**config.mk**
```make
export PLATFORM = sky130hd
export DESIGN_NAME = srcp_cmd_port
export DESIGN_NICKNAME = d
export VERILOG_FILES = /design/src/pkg/srcp_pkg.sv /design/src/core/srcp_fifo.sv /design/src/core/srcp_cmd_port.sv
export VERILOG_INCLUDE_DIRS = /design/src /design/src/pkg
export SDC_FILE = /design/constraint.sdc
export NUM_CORES = 1
export LEC_CHECK = 0
export ABC_AREA = 1
export BUFFER_PORTS_ARGS = -buffer_cell sky130_fd_sc_hd__buf_2
export CELL_PAD_IN_SITES_DETAIL_PLACEMENT = 1
export CELL_PAD_IN_SITES_GLOBAL_PLACEMENT = 1
export CORE_MARGIN = 2
export CORE_UTILIZATION = 43
export CTS_CLUSTER_SIZE = 30
export DETAILED_ROUTE_END_ITERATION = 10
export GPL_ROUTABILITY_DRIVEN = 1
export PLACE_DENSITY = 0.76
export SLEW_MARGIN = 25
export SYNTH_ARGS = -nofsm -noshare
export SYNTH_HDL_FRONTEND = slang
export SYNTH_SLANG_ARGS = --single-unit
```
**constraint.sdc**
```tcl
create_clock -name clock -period 1.9 [get_ports clock]
set_input_delay 0.19 -clock clock [delete_from_list [all_inputs] [get_ports clock]]
set_output_delay 0.19 -clock clock [all_outputs]
set_load 0.005 [all_outputs]
```
**src/pkg/srcp_defines.svh**
```systemverilog
// Constants of the serial register command port: rates, timing, command layout.
`ifndef SRCP_DEFINES_SVH
`define SRCP_DEFINES_SVH

// Core clock and the two line rates chosen by the strap
`define SRCP_CLK_HZ          200000000
`define SRCP_BAUD_SLOW       57600
`define SRCP_BAUD_FAST       115200

// Character framing: data bits per character, bit slots after the start bit
`define SRCP_DATA_BITS       8
`define SRCP_LAST_SLOT       4'h9

// Receive buffer depth in bytes
`define SRCP_FIFO_DEPTH      16

// Query register addresses
`define SRCP_ADDR_STATUS     8'h18
`define SRCP_ADDR_TEMP       8'h19
`define SRCP_ADDR_CAL_MEM    8'h20
`define SRCP_ADDR_USER_MEM   8'h22

// Data bytes that follow each address byte
`define SRCP_LEN_STATUS      3'h1
`define SRCP_LEN_TEMP        3'h1
`define SRCP_LEN_CAL_MEM     3'h2
`define SRCP_LEN_USER_MEM    3'h2
`define SRCP_LEN_CONFIG      3'h4

// Acknowledge byte values
`define SRCP_ACK_OK          8'h01
`define SRCP_ACK_FAIL        8'h00

// Strap is read once the edge counter after reset release reaches this value, on the third edge
`define SRCP_STRAP_TAKE      2'h2

`endif

```
**src/pkg/srcp_pkg.sv**
```systemverilog
// Types shared by the serial register command port.
package srcp_pkg;

    // Command machine, Gray coded along address -> data -> execute -> answer
    typedef enum logic [1:0] {
        SRCP_ADDR = 2'b00,
        SRCP_DATA = 2'b01,
        SRCP_EXEC = 2'b11,
        SRCP_SEND = 2'b10
    } srcp_state_t;

endpackage

```
**src/core/srcp_fifo.sv**
```systemverilog
// Byte FIFO between the serial receiver and the command machine.
`timescale 1ns/10ps
module srcp_fifo #(
    parameter int WIDTH = 8,
    parameter int DEPTH = 16
) (
    input  wire logic             clock,
    input  wire logic             rst_n,
    input  wire logic             in_valid,
    output logic                  in_ready,
    input  wire logic [WIDTH-1:0] in_data,
    output logic                  out_valid,
    input  wire logic             out_ready,
    output logic [WIDTH-1:0]      out_data
);
    localparam int AW = $clog2(DEPTH);

    // Pointer wrap relies on a power-of-two depth
    if (DEPTH < 2 || (1 << AW) != DEPTH || WIDTH < 1) begin : g_bad_size
        $error("srcp_fifo: DEPTH must be a power of two of at least 2");
    end

    logic [WIDTH-1:0] mem [DEPTH];
    logic [AW:0]      wr_ptr;
    logic [AW:0]      rd_ptr;
    logic             do_wr;
    logic             do_rd;

    // Pointers carry one extra bit so full and empty are told apart
    assign out_valid = (wr_ptr != rd_ptr);
    assign in_ready  = (wr_ptr != {~rd_ptr[AW], rd_ptr[AW-1:0]});
    assign out_data  = mem[rd_ptr[AW-1:0]];
    assign do_wr     = in_valid && in_ready;
    assign do_rd     = out_valid && out_ready;

    always_ff @(posedge clock) begin
        if (do_wr) begin
            mem[wr_ptr[AW-1:0]] <= in_data;
        end
    end

    always_ff @(posedge clock) begin
        if (!rst_n) begin
            wr_ptr <= '0;
        end else if (do_wr) begin
            wr_ptr <= wr_ptr + 1'b1;
        end
    end

    always_ff @(posedge clock) begin
        if (!rst_n) begin
            rd_ptr <= '0;
        end else if (do_rd) begin
            rd_ptr <= rd_ptr + 1'b1;
        end
    end

endmodule // srcp_fifo

```
**src/core/srcp_cmd_port.sv**
```systemverilog
// Serial register command port: asynchronous receiver, command machine, answer transmitter.
//
// What this block does
// - Strap high or open selects 57600 baud.
// - Strap low selects 115200 baud.
// - Strap read only after reset; rate held.
// - 8 data bits, no parity, one stop.
// - Collect all data bytes before acting.
// - One acknowledge byte after each configuration.
// - Acknowledge is 1 on success, 0 otherwise.
// - Every query answers with exactly two bytes.
// - Query answer goes high byte first.
// - Status and temperature: both bytes valid.
// - Memory reads: only low byte valid.
// - Temperature returned as raw code.
`timescale 1ns/10ps
`include "srcp_defines.svh"
module srcp_cmd_port #(
    parameter int FIFO_DEPTH = `SRCP_FIFO_DEPTH,
    // Core clock rating; both bit dividers are derived from it
    parameter int CLK_HZ     = `SRCP_CLK_HZ
) (
    input  wire logic        clock,
    input  wire logic        rst_n,
    input  wire logic        serial_rx,
    output logic             serial_tx,
    input  wire logic        rate_strap,
    output logic             fast_rate,
    output logic             rx_overrun,
    output logic             cfg_req,
    output logic             qry_req,
    output logic [7:0]       cmd_addr,
    output logic [31:0]      cmd_data,
    input  wire logic        cfg_done,
    input  wire logic        cfg_ok,
    input  wire logic        qry_done,
    input  wire logic [15:0] qry_value
);
    localparam int DIV_SLOW_I = CLK_HZ / `SRCP_BAUD_SLOW;
    localparam int DIV_FAST_I = CLK_HZ / `SRCP_BAUD_FAST;
    localparam logic [11:0] DIV_SLOW = 12'(DIV_SLOW_I);
    localparam logic [11:0] DIV_FAST = 12'(DIV_FAST_I);

    // Dividers must fit the 12-bit bit counters and leave a usable mid-bit point
    if (DIV_SLOW_I > 4095 || DIV_FAST_I < 4 || FIFO_DEPTH < 2) begin : g_bad_setup
        $error("srcp_cmd_port: bit divider or buffer depth out of range");
    end

    function automatic logic is_query(input logic [7:0] addr);
        return (addr == `SRCP_ADDR_STATUS) || (addr == `SRCP_ADDR_TEMP) ||
               (addr == `SRCP_ADDR_CAL_MEM) || (addr == `SRCP_ADDR_USER_MEM);
    endfunction

    // Number of data bytes that belong to a register address
    function automatic logic [2:0] data_len(input logic [7:0] addr);
        unique case (addr)
            `SRCP_ADDR_STATUS:   return `SRCP_LEN_STATUS;
            `SRCP_ADDR_TEMP:     return `SRCP_LEN_TEMP;
            `SRCP_ADDR_CAL_MEM:  return `SRCP_LEN_CAL_MEM;
            `SRCP_ADDR_USER_MEM: return `SRCP_LEN_USER_MEM;
            default:             return `SRCP_LEN_CONFIG;
        endcase
    endfunction

    // ---------------- Rate strap ----------------
    logic [1:0] strap_sync;
    logic [1:0] strap_cnt;
    logic       rate_ready;
    logic [11:0] bit_div;

    always_ff @(posedge clock) begin
        strap_sync <= {strap_sync[0], rate_strap};
    end

    // Strap is caught once, three edges after release, so the synchroniser holds the pin level
    always_ff @(posedge clock) begin
        if (!rst_n) begin
            strap_cnt  <= 2'h0;
            rate_ready <= 1'b0;
            fast_rate  <= 1'b0;
        end else if (!rate_ready) begin
            strap_cnt <= strap_cnt + 2'h1;
            if (strap_cnt == `SRCP_STRAP_TAKE) begin
                rate_ready <= 1'b1;
                fast_rate  <= ~strap_sync[1];
            end
        end
    end

    assign bit_div = fast_rate ? DIV_FAST : DIV_SLOW;

    // ---------------- Receiver ----------------
    logic [1:0]  rx_sync;
    logic        rx_in;
    logic        rx_busy;
    logic [11:0] rx_cnt;
    logic [3:0]  rx_bit;
    logic [7:0]  rx_shift;
    logic        rx_push;
    logic [7:0]  rx_byte;
    logic        fifo_in_ready;
    logic        fifo_out_valid;
    logic        fifo_out_ready;
    logic [7:0]  fifo_out_data;

    always_ff @(posedge clock) begin
        if (!rst_n) begin
            rx_sync <= 2'b11;
        end else begin
            rx_sync <= {rx_sync[0], serial_rx};
        end
    end
    assign rx_in = rx_sync[1];

    // Bits are sampled at mid-cell; a start bit that is gone at mid-cell counts as a glitch
    always_ff @(posedge clock) begin
        if (!rst_n) begin
            rx_busy  <= 1'b0;
            rx_cnt   <= 12'h000;
            rx_bit   <= 4'h0;
            rx_shift <= 8'h00;
            rx_push  <= 1'b0;
            rx_byte  <= 8'h00;
        end else begin
            rx_push <= 1'b0;
            if (!rx_busy) begin
                if (rate_ready && !rx_in) begin
                    rx_busy <= 1'b1;
                    rx_cnt  <= bit_div >> 1;
                    rx_bit  <= 4'h0;
                end
            end else if (rx_cnt != 12'h000) begin
                rx_cnt <= rx_cnt - 12'h001;
            end else begin
                rx_cnt <= bit_div - 12'h001;
                if (rx_bit == 4'h0) begin
                    if (rx_in) begin
                        rx_busy <= 1'b0;
                    end else begin
                        rx_bit <= 4'h1;
                    end
                end else if (rx_bit == `SRCP_LAST_SLOT) begin
                    // No parity slot; a low stop bit drops the character
                    rx_busy <= 1'b0;
                    if (rx_in) begin
                        rx_push <= 1'b1;
                        rx_byte <= rx_shift;
                    end
                end else begin
                    rx_shift <= {rx_in, rx_shift[7:1]};
                    rx_bit   <= rx_bit + 4'h1;
                end
            end
        end
    end

    // With no flow control a full buffer can only lose the byte; the loss is kept visible
    always_ff @(posedge clock) begin
        if (!rst_n) begin
            rx_overrun <= 1'b0;
        end else if (rx_push && !fifo_in_ready) begin
            rx_overrun <= 1'b1;
        end
    end

    srcp_fifo #(
        .WIDTH (8),
        .DEPTH (FIFO_DEPTH)
    ) u_rx_fifo (
        .clock     (clock),
        .rst_n     (rst_n),
        .in_valid  (rx_push),
        .in_ready  (fifo_in_ready),
        .in_data   (rx_byte),
        .out_valid (fifo_out_valid),
        .out_ready (fifo_out_ready),
        .out_data  (fifo_out_data)
    );

    // ---------------- Command machine ----------------
    srcp_pkg::srcp_state_t state;
    logic [2:0]  need;
    logic        cmd_query;
    logic [15:0] tx_buf;
    logic [1:0]  tx_left;
    logic        tx_go;
    logic [7:0]  tx_byte;
    logic        tx_busy;

    // Bytes are only drained while collecting; during execution the buffer backs up
    assign fifo_out_ready = (state == srcp_pkg::SRCP_ADDR) || (state == srcp_pkg::SRCP_DATA);

    always_ff @(posedge clock) begin
        if (!rst_n) begin
            state     <= srcp_pkg::SRCP_ADDR;
            need      <= 3'h0;
            cmd_query <= 1'b0;
            cmd_addr  <= 8'h00;
            cmd_data  <= 32'h0000_0000;
            cfg_req   <= 1'b0;
            qry_req   <= 1'b0;
            tx_buf    <= 16'h0000;
            tx_left   <= 2'h0;
            tx_go     <= 1'b0;
            tx_byte   <= 8'h00;
        end else begin
            cfg_req <= 1'b0;
            qry_req <= 1'b0;
            tx_go   <= 1'b0;
            unique case (state)
                srcp_pkg::SRCP_ADDR: begin
                    if (fifo_out_valid) begin
                        cmd_addr  <= fifo_out_data;
                        cmd_data  <= 32'h0000_0000;
                        cmd_query <= is_query(fifo_out_data);
                        need      <= data_len(fifo_out_data);
                        state     <= srcp_pkg::SRCP_DATA;
                    end
                end
                srcp_pkg::SRCP_DATA: begin
                    if (fifo_out_valid) begin
                        // First data byte is the most significant
                        cmd_data <= {cmd_data[23:0], fifo_out_data};
                        need     <= need - 3'h1;
                        if (need == 3'h1) begin
                            state   <= srcp_pkg::SRCP_EXEC;
                            cfg_req <= !cmd_query;
                            qry_req <= cmd_query;
                        end
                    end
                end
                srcp_pkg::SRCP_EXEC: begin
                    // No timeout: device logic that never finishes leaves the port waiting
                    if (!cmd_query && cfg_done) begin
                        tx_buf  <= {8'h00, cfg_ok ? `SRCP_ACK_OK : `SRCP_ACK_FAIL};
                        tx_left <= 2'h1;
                        state   <= srcp_pkg::SRCP_SEND;
                    end else if (cmd_query && qry_done) begin
                        // Temperature code and memory bytes go out untouched
                        tx_buf  <= qry_value;
                        tx_left <= 2'h2;
                        state   <= srcp_pkg::SRCP_SEND;
                    end
                end
                srcp_pkg::SRCP_SEND: begin
                    // tx_go guard covers the cycle before the transmitter shows busy
                    if (!tx_busy && !tx_go) begin
                        if (tx_left == 2'h0) begin
                            state <= srcp_pkg::SRCP_ADDR;
                        end else begin
                            tx_go   <= 1'b1;
                            tx_byte <= (tx_left == 2'h2) ? tx_buf[15:8] : tx_buf[7:0];
                            tx_left <= tx_left - 2'h1;
                        end
                    end
                end
            endcase
        end
    end

    // ---------------- Transmitter ----------------
    logic [11:0] tx_cnt;
    logic [3:0]  tx_bit;
    logic [8:0]  tx_shift;

    always_ff @(posedge clock) begin
        if (!rst_n) begin
            serial_tx <= 1'b1;
            tx_busy   <= 1'b0;
            tx_cnt    <= 12'h000;
            tx_bit    <= 4'h0;
            tx_shift  <= 9'h1FF;
        end else if (!tx_busy) begin
            if (tx_go) begin
                serial_tx <= 1'b0;
                tx_busy   <= 1'b1;
                tx_cnt    <= bit_div - 12'h001;
                tx_bit    <= 4'h0;
                tx_shift  <= {1'b1, tx_byte};
            end
        end else if (tx_cnt != 12'h000) begin
            tx_cnt <= tx_cnt - 12'h001;
        end else begin
            tx_cnt <= bit_div - 12'h001;
            // Stop level went out at slot 8 and has now stood one bit time
            if (tx_bit == `SRCP_LAST_SLOT) begin
                tx_busy <= 1'b0;
            end else begin
                serial_tx <= tx_shift[0];
                tx_shift  <= {1'b1, tx_shift[8:1]};
                tx_bit    <= tx_bit + 4'h1;
            end
        end
    end

endmodule // srcp_cmd_port

```
-- Yosys cells after proc, flatten, opt, wreduce, memory -nomap -nowiden
Memories as Yosys holds them, arrays and structs flattened. A register that Yosys moved wholly into a read port is not among the register bits.
Index checks and enable logic that the tools add are counted.
- $add $sub $neg: 10
- eq/ne operators: 26
- multiplexer cells: 66
- bitwise operators: 9
- reduce and logical (&&, ||, !) cells: 42
- operators by type and width (kind ; number):
    $mux 12 ; 7
    $mux 32 ; 2
    $pmux 32 s2 ; 1
    $mux 4 ; 12
    $mux 9 ; 4
    $sub 12x1->12 const B ; 3
    $mux 16 ; 2
    $reduce_bool 12->1 ; 2
    $mux 1 ; 21
    $mux 2 ; 10
    $eq 8x5->1 const B ; 2
    $eq 8x6->1 const B ; 2
    $reduce_and 4->1 ; 4
    $ne 2x2->1 const B ; 6
    $pmux 3 s2 ; 2
    $reduce_and 3->1 ; 4
    $add 5x1->5 const B ; 2
    $ne 5x5->1 ; 2
    $reduce_bool 2->1 ; 5
    $ne 3x3->1 const B ; 3
    $not 1->1 ; 9
    $add 4x1->4 const B ; 2
    $eq 2x2->1 const B ; 4
    $eq 4x4->1 const B ; 2
    other kinds (20) ; 40
- flip-flop bits (word level): 155
- RAM bits: 128
- bits of input ports: 23
- logic and storage cells: 184
- memories: 1
- memory list (memory ; words ; bits a word ; read ports ; clocked after memory_dff ; write ports ; line ; RTL):
    u_rx_fifo.mem ; 16 ; 8 ; 1 ; 1 ; 1 ; srcp_fifo.sv:23 ; logic [WIDTH-1:0] mem [DEPTH];

-- Depth between registers and ports, before layout
- word-level depth: 5
- gate-level depth with buffers: 15

-- Cells and area by module
Synthesis repeated with hierarchy kept, for this count alone.
- cells, all modules: 1353
- area, all modules: 12094.1 um^2
- modules (own cells, without submodules) (module ; instances ; cells an instance ; area an instance (um^2)):
    srcp_cmd_port ; 1 ; 817 ; 6107.1
    srcp_fifo ; 1 ; 536 ; 5987.0

-- Worst setup path before layout
No wires, ideal clock.
- kind: flip-flop to flip-flop
- start point: reg u_rx_fifo.wr_ptr[2]
- end point: mem u_rx_fifo.mem[7][0], enable pin
- setup time: 0.370 ns
- arrival time: 1.506 ns
- data required time: 1.530 ns
- setup slack: 0.024 ns
- stages on the path, launching flop included: 10
- path through: dfxtp_1 > buf_4 > xor2_1 > nor2_1 > and2_4 > nand2_1 > nand2_1 > nor2_1 > inv_1 > nor2_1
- word-level cells in the longest chain between the ends: 4
- RTL lines (what ; line ; RTL):
    from (decl) ; srcp_fifo.sv:24 ; logic [AW:0] wr_ptr;
    from (signal assigned) ; srcp_fifo.sv:46 ; wr_ptr <= wr_ptr + 1'b1;
    $ne 5x5->1 ; srcp_fifo.sv:31 ; assign in_ready = (wr_ptr != {~rd_ptr[AW], rd_ptr[AW-1:0]});
    $logic_and 1x1->1 ; srcp_fifo.sv:33 ; assign do_wr = in_valid && in_ready;
    $mux 1 ; srcp_fifo.sv:37 ; if (do_wr) begin
    $mux 1 (implied by the code) ; srcp_fifo.sv:38 ; mem[wr_ptr[AW-1:0]] <= in_data;
    to (decl) ; srcp_fifo.sv:23 ;
Parallel ways exist; a longest one is shown, timed or not.

==> flow_results.org <==
** Setup path
- Maximum fanout count along the critical path :: 17
- The worst setup path is launched from a register.
- For the worst setup path, the data arrival time is 2.33 ns.
- Critical path data required time :: 2.35 ns
- STA classifies the critical path endpoint as a register.
- The worst setup path is of the reg -> reg kind.

** Global route
- Entering global routing, the biggest net connects 52 pins.
- Number of antenna violations at the first check in global routing :: 0
- GRT Total Usage :: 22.6%
- The via count of the first global-routing pass is 10100.
- Overall overflow remaining after global route :: 0
- Wire length of the first global-routing pass :: 52900 um

** Synthesis
- Distinct cell type count of the synthesized netlist :: 55
- Post-Synthesis Net Count :: 1367
- Counting flops with an async set or reset pin after synthesis yields a share of 0%.
- Cell type contributing the most total cell area after synthesis :: sky130_fd_sc_hd__edfxtp_1
- Post-synthesis instance area :: 12200 um^2
- Sequential share of the synthesized area :: 57.5%
- Mean instance size in the synthesized netlist :: 9.19 um^2
- FF+latch count, synth :: 286
- In the post-synthesis netlist, the biggest area contributors are sky130_fd_sc_hd__edfxtp_1 32%, sky130_fd_sc_hd__dfxtp_1 26%, sky130_fd_sc_hd__nand2_1 7.4%, sky130_fd_sc_hd__inv_1 4.9%, sky130_fd_sc_hd__nand3_1 4.8%.
- Counting flops with a built-in enable in the synthesized netlist gives 128.
- During synthesis, Yosys emitted a total of 0 warnings.
- Among all flip-flop cells after synthesis, the most frequent one is sky130_fd_sc_hd__dfxtp_1.
- Area fraction of the dominant cell type after synthesis :: 31.6%
- Number of standard cells after synthesis :: 1325

** Cells and area
- Final Net Count :: 1510
- Relative to the synthesized area, the layout overhead comes to 22.3%.
- Filler instances :: 3146
- Finished Layout Cells :: 1870
- The repair_antennas step left the layout with diodes totalling 0.
- Fraction of layout cells with a size suffix above 1 :: 20.0%

** CTS
- In this run the number of H-tree levels came out at 1.
- The tree is rooted in a sky130_fd_sc_hd__clkbuf_16.
- TritonCTS built the clock tree.
- The clock passes through at most 3 buffers.
- The later pin in the worst-skew pair is clocked with a latency of 0.57 ns.
- Sinks on the clock net :: 286
- Clock-pin slew was measured on the worst setup and hold paths at 0.07 ns.
- Num CTS Buffers :: 30

** Die
- Vertical die dimension :: 172 um
- Die W :: 172 um
- The core region is 27900 um^2.
- The die covers 29700 um^2.
- Site row count :: 61
- Top-Level Pins :: 68
- Initial standard-cell utilization of the core :: 43.7%

** STA
- Measured slew at the worst slew-check pin :: 0.679 ns
- Clock skew after layout :: 0.0230 ns
- The worst path in the final design needs a cycle of 1.89 ns, including I/O delays and setup.
- The max-slew violation total from the final report was 0.
- For this run, the top clock speed supported by timing is 0.530 GHz.
- Dividing the final minimum period by the clock period gives 99.3%.
- RSZ-0062 raised after global routing :: true
- Relative slew slack :: 54.2%
- The tightest hold path in the finished design has a slack of 0.193 ns.
- Final number of hold-violating endpoints :: 0
- Final setup violation count :: 0

** Pwr
- Leakage :: 6.13 nW
- Summing internal, switching and leakage power gives 17.3 mW.
- IR analysis of the VDD net gives a maximum drop of 0.688 mV.
- The internal power of the cells totals 11.9 mW.
- Share of power burned in the clock network :: 36.0%
- Power spread over the standard cell area amounts to 1160 nW/um^2.
- Switching power as a share of total power :: 31.1%
- Psw :: 5.37 mW
- In this run, flip-flops and latches consume 39.7% of the power.
- Combinational cells account for 24.4% of the total power.

** Hold path
- Type of the tightest min-delay check :: in -> reg

** Routing
- Iteration-0 DRC count of the detailed router :: 701
- Dividing the detail-routed via count by the number of cells gives 5.28.
- The first detailed-routing pass took 5 iterations.
- The count of nets left with antenna violations once routing finished came out at 0.
- In the final routed layout, each cell accounts on average for 18.3 um.
- Detailed routing inserted a total of 9871 vias.
- Total Routed Length :: 34200 um
- After detailed routing, the number of remaining DRC violations is 0.

** Placement
- Sum of net half-perimeters after detailed placement :: 21900 um
- Total instance count after detailed placement :: 1779
- Total of buffers placed on input and output ports :: 67
- Gpl congestion :: 0.824

** Outcome
- The flow ran to the end, and the final reports show no timing, DRC or antenna violations.

** Flow run
- Across the run, the number of max-cap violations was 0.
metal layers:
metal | share of wire [%] | up-vias | global-route usage (%)
li1 | - | 4743 | -
met1 | 44 | 4845 | 29.0
met2 | 50 | 221 | 39.1
met3 | 4.1 | 62 | 3.09
met4 | 2.6 | 0 | 7.96
met5 | 0 | - | 0
final cells by class:
cell class | count | area, um^2 | share of cell area [%]
Inverter | 171 | 662 | 4.45
Clock buffer | 39 | 858 | 5.77
Multi-Input combinational cell | 808 | 4340 | 29.1
Sequential cell | 286 | 7010 | 47.1
Tap cell | 378 | 473 | 3.18
Timing Repair inverter | 1 | 7.51 | 0.0504
Timing Repair Buffer | 170 | 1330 | 8.95
Clock inverter | 17 | 205 | 1.38
critical path: stages (launching register included):
cell and delay [ns]:
sky130_fd_sc_hd__dfxtp_4 0.36, sky130_fd_sc_hd__buf_12 0.13, sky130_fd_sc_hd__buf_12 0.14, sky130_fd_sc_hd__nor2_2 0.12
sky130_fd_sc_hd__nor2_1 0.06, sky130_fd_sc_hd__o21ai_1 0.15, sky130_fd_sc_hd__nand3_1 0.16, sky130_fd_sc_hd__nand3_1 0.12
sky130_fd_sc_hd__nand2_2 0.08, sky130_fd_sc_hd__inv_2 0.07, sky130_fd_sc_hd__nand2_1 0.06, sky130_fd_sc_hd__nor2_2 0.10
sky130_fd_sc_hd__nand2_1 0.08, sky130_fd_sc_hd__nand3_1 0.07, sky130_fd_sc_hd__a21oi_1 0.06
power by group through the flow:
stage                     clock, mW  combinational (mW)  sequential (mW)
after global routing           6.57                4.61             6.88
after CTS                      6.33                3.71             6.86
final                          6.21                4.21             6.85
after floorplan                   0                2.46             6.93
after global placement            0                3.51             6.97
after detailed placement          0                3.60             6.99
what timing repair did:
action,in CTS,in global routing
gates resized for setup,6,67
setup endpoints to repair,83,181
endpoints found under the hold margin,22,0
setup buffers,0,11
hold buffers,21,0
gates cloned,0,3
pin swaps,0,8
final timing paths:
path                      start            end  slack (ns)  cells past startpoint
hold / removal         cfg_done      tx_buf[0]        0.19                      5
setup reg to reg       register        need[2]        0.01                     14
setup / recovery       register        need[2]        0.01                     14
hold reg to reg   strap_sync[0]  strap_sync[1]        0.33                      0
stage by stage:
step | TNS, ns | utilization (%) | instance area (um^2) | setup slack (ns)
after CTS | 0 | 52.1 | 14500 | 0.00832
after floorplan | 0 | - | 12200 | 0.0242
after global placement | 0 | 47.5 | 13200 | 0.0555
final | 0 | 53.4 | 14900 | 0.0136
after global routing | -0.849 | 53.4 | 14900 | -0.104
after detailed placement | -0.721 | 47.5 | 13200 | -0.0428
synthesized netlist by cell type, types with 14 or more instances:
master	number
sky130_fd_sc_hd__o21ai_0	80
sky130_fd_sc_hd__xor2_1	14
sky130_fd_sc_hd__o22ai_1	19
sky130_fd_sc_hd__buf_2	28
sky130_fd_sc_hd__edfxtp_1	128
sky130_fd_sc_hd__nand2_1	240
sky130_fd_sc_hd__dfxtp_1	158
sky130_fd_sc_hd__a21oi_1	94
sky130_fd_sc_hd__nand3_1	117
sky130_fd_sc_hd__ha_1	19
sky130_fd_sc_hd__inv_1	158
sky130_fd_sc_hd__clkbuf_1	16
sky130_fd_sc_hd__nor2_1	105
sky130_fd_sc_hd__nor3_1	16
cells in the final DEF (no fill, tap or decap), types with 13 or more instances in the layout:
master / count
sky130_fd_sc_hd__nand2_2: 16
sky130_fd_sc_hd__nand2_1: 228
sky130_fd_sc_hd__inv_1: 151
sky130_fd_sc_hd__a21oi_1: 93
sky130_fd_sc_hd__o22ai_1: 19
sky130_fd_sc_hd__nand3_1: 104
sky130_fd_sc_hd__ha_1: 19
sky130_fd_sc_hd__nor3_1: 15
sky130_fd_sc_hd__clkbuf_16: 34
sky130_fd_sc_hd__buf_2: 67
sky130_fd_sc_hd__a31oi_1: 13
sky130_fd_sc_hd__o21ai_0: 75
sky130_fd_sc_hd__buf_4: 65
sky130_fd_sc_hd__nor2_1: 91
sky130_fd_sc_hd__dfxtp_1: 156
sky130_fd_sc_hd__dlygate4sd3_1: 21
sky130_fd_sc_hd__nand3_2: 15
sky130_fd_sc_hd__xor2_1: 14
sky130_fd_sc_hd__edfxtp_1: 128
sky130_fd_sc_hd__nor2_2: 16
state kept, by name (all words and copies together) (netlist names), 3 cells and up, named ones only:
register and count:
tx_byte 8, rx_byte 8, tx_bit 4, cmd_data 32
need 3, cmd_addr 8, rx_shift 8, tx_buf 16
rx_cnt 12, rx_bit 4, tx_shift 8, u_rx_fifo.rd_ptr 5
u_rx_fifo.wr_ptr 5, u_rx_fifo.mem 128, tx_cnt 12
cells by family after synthesis:
group	synth area share, %
simple gates	18.5
flops	57.5
compound gates	12.9
fa+ha+maj	1.95
xor+xnor	1.08
buf+inv	8.03
(Power assumes the default switching activity.)
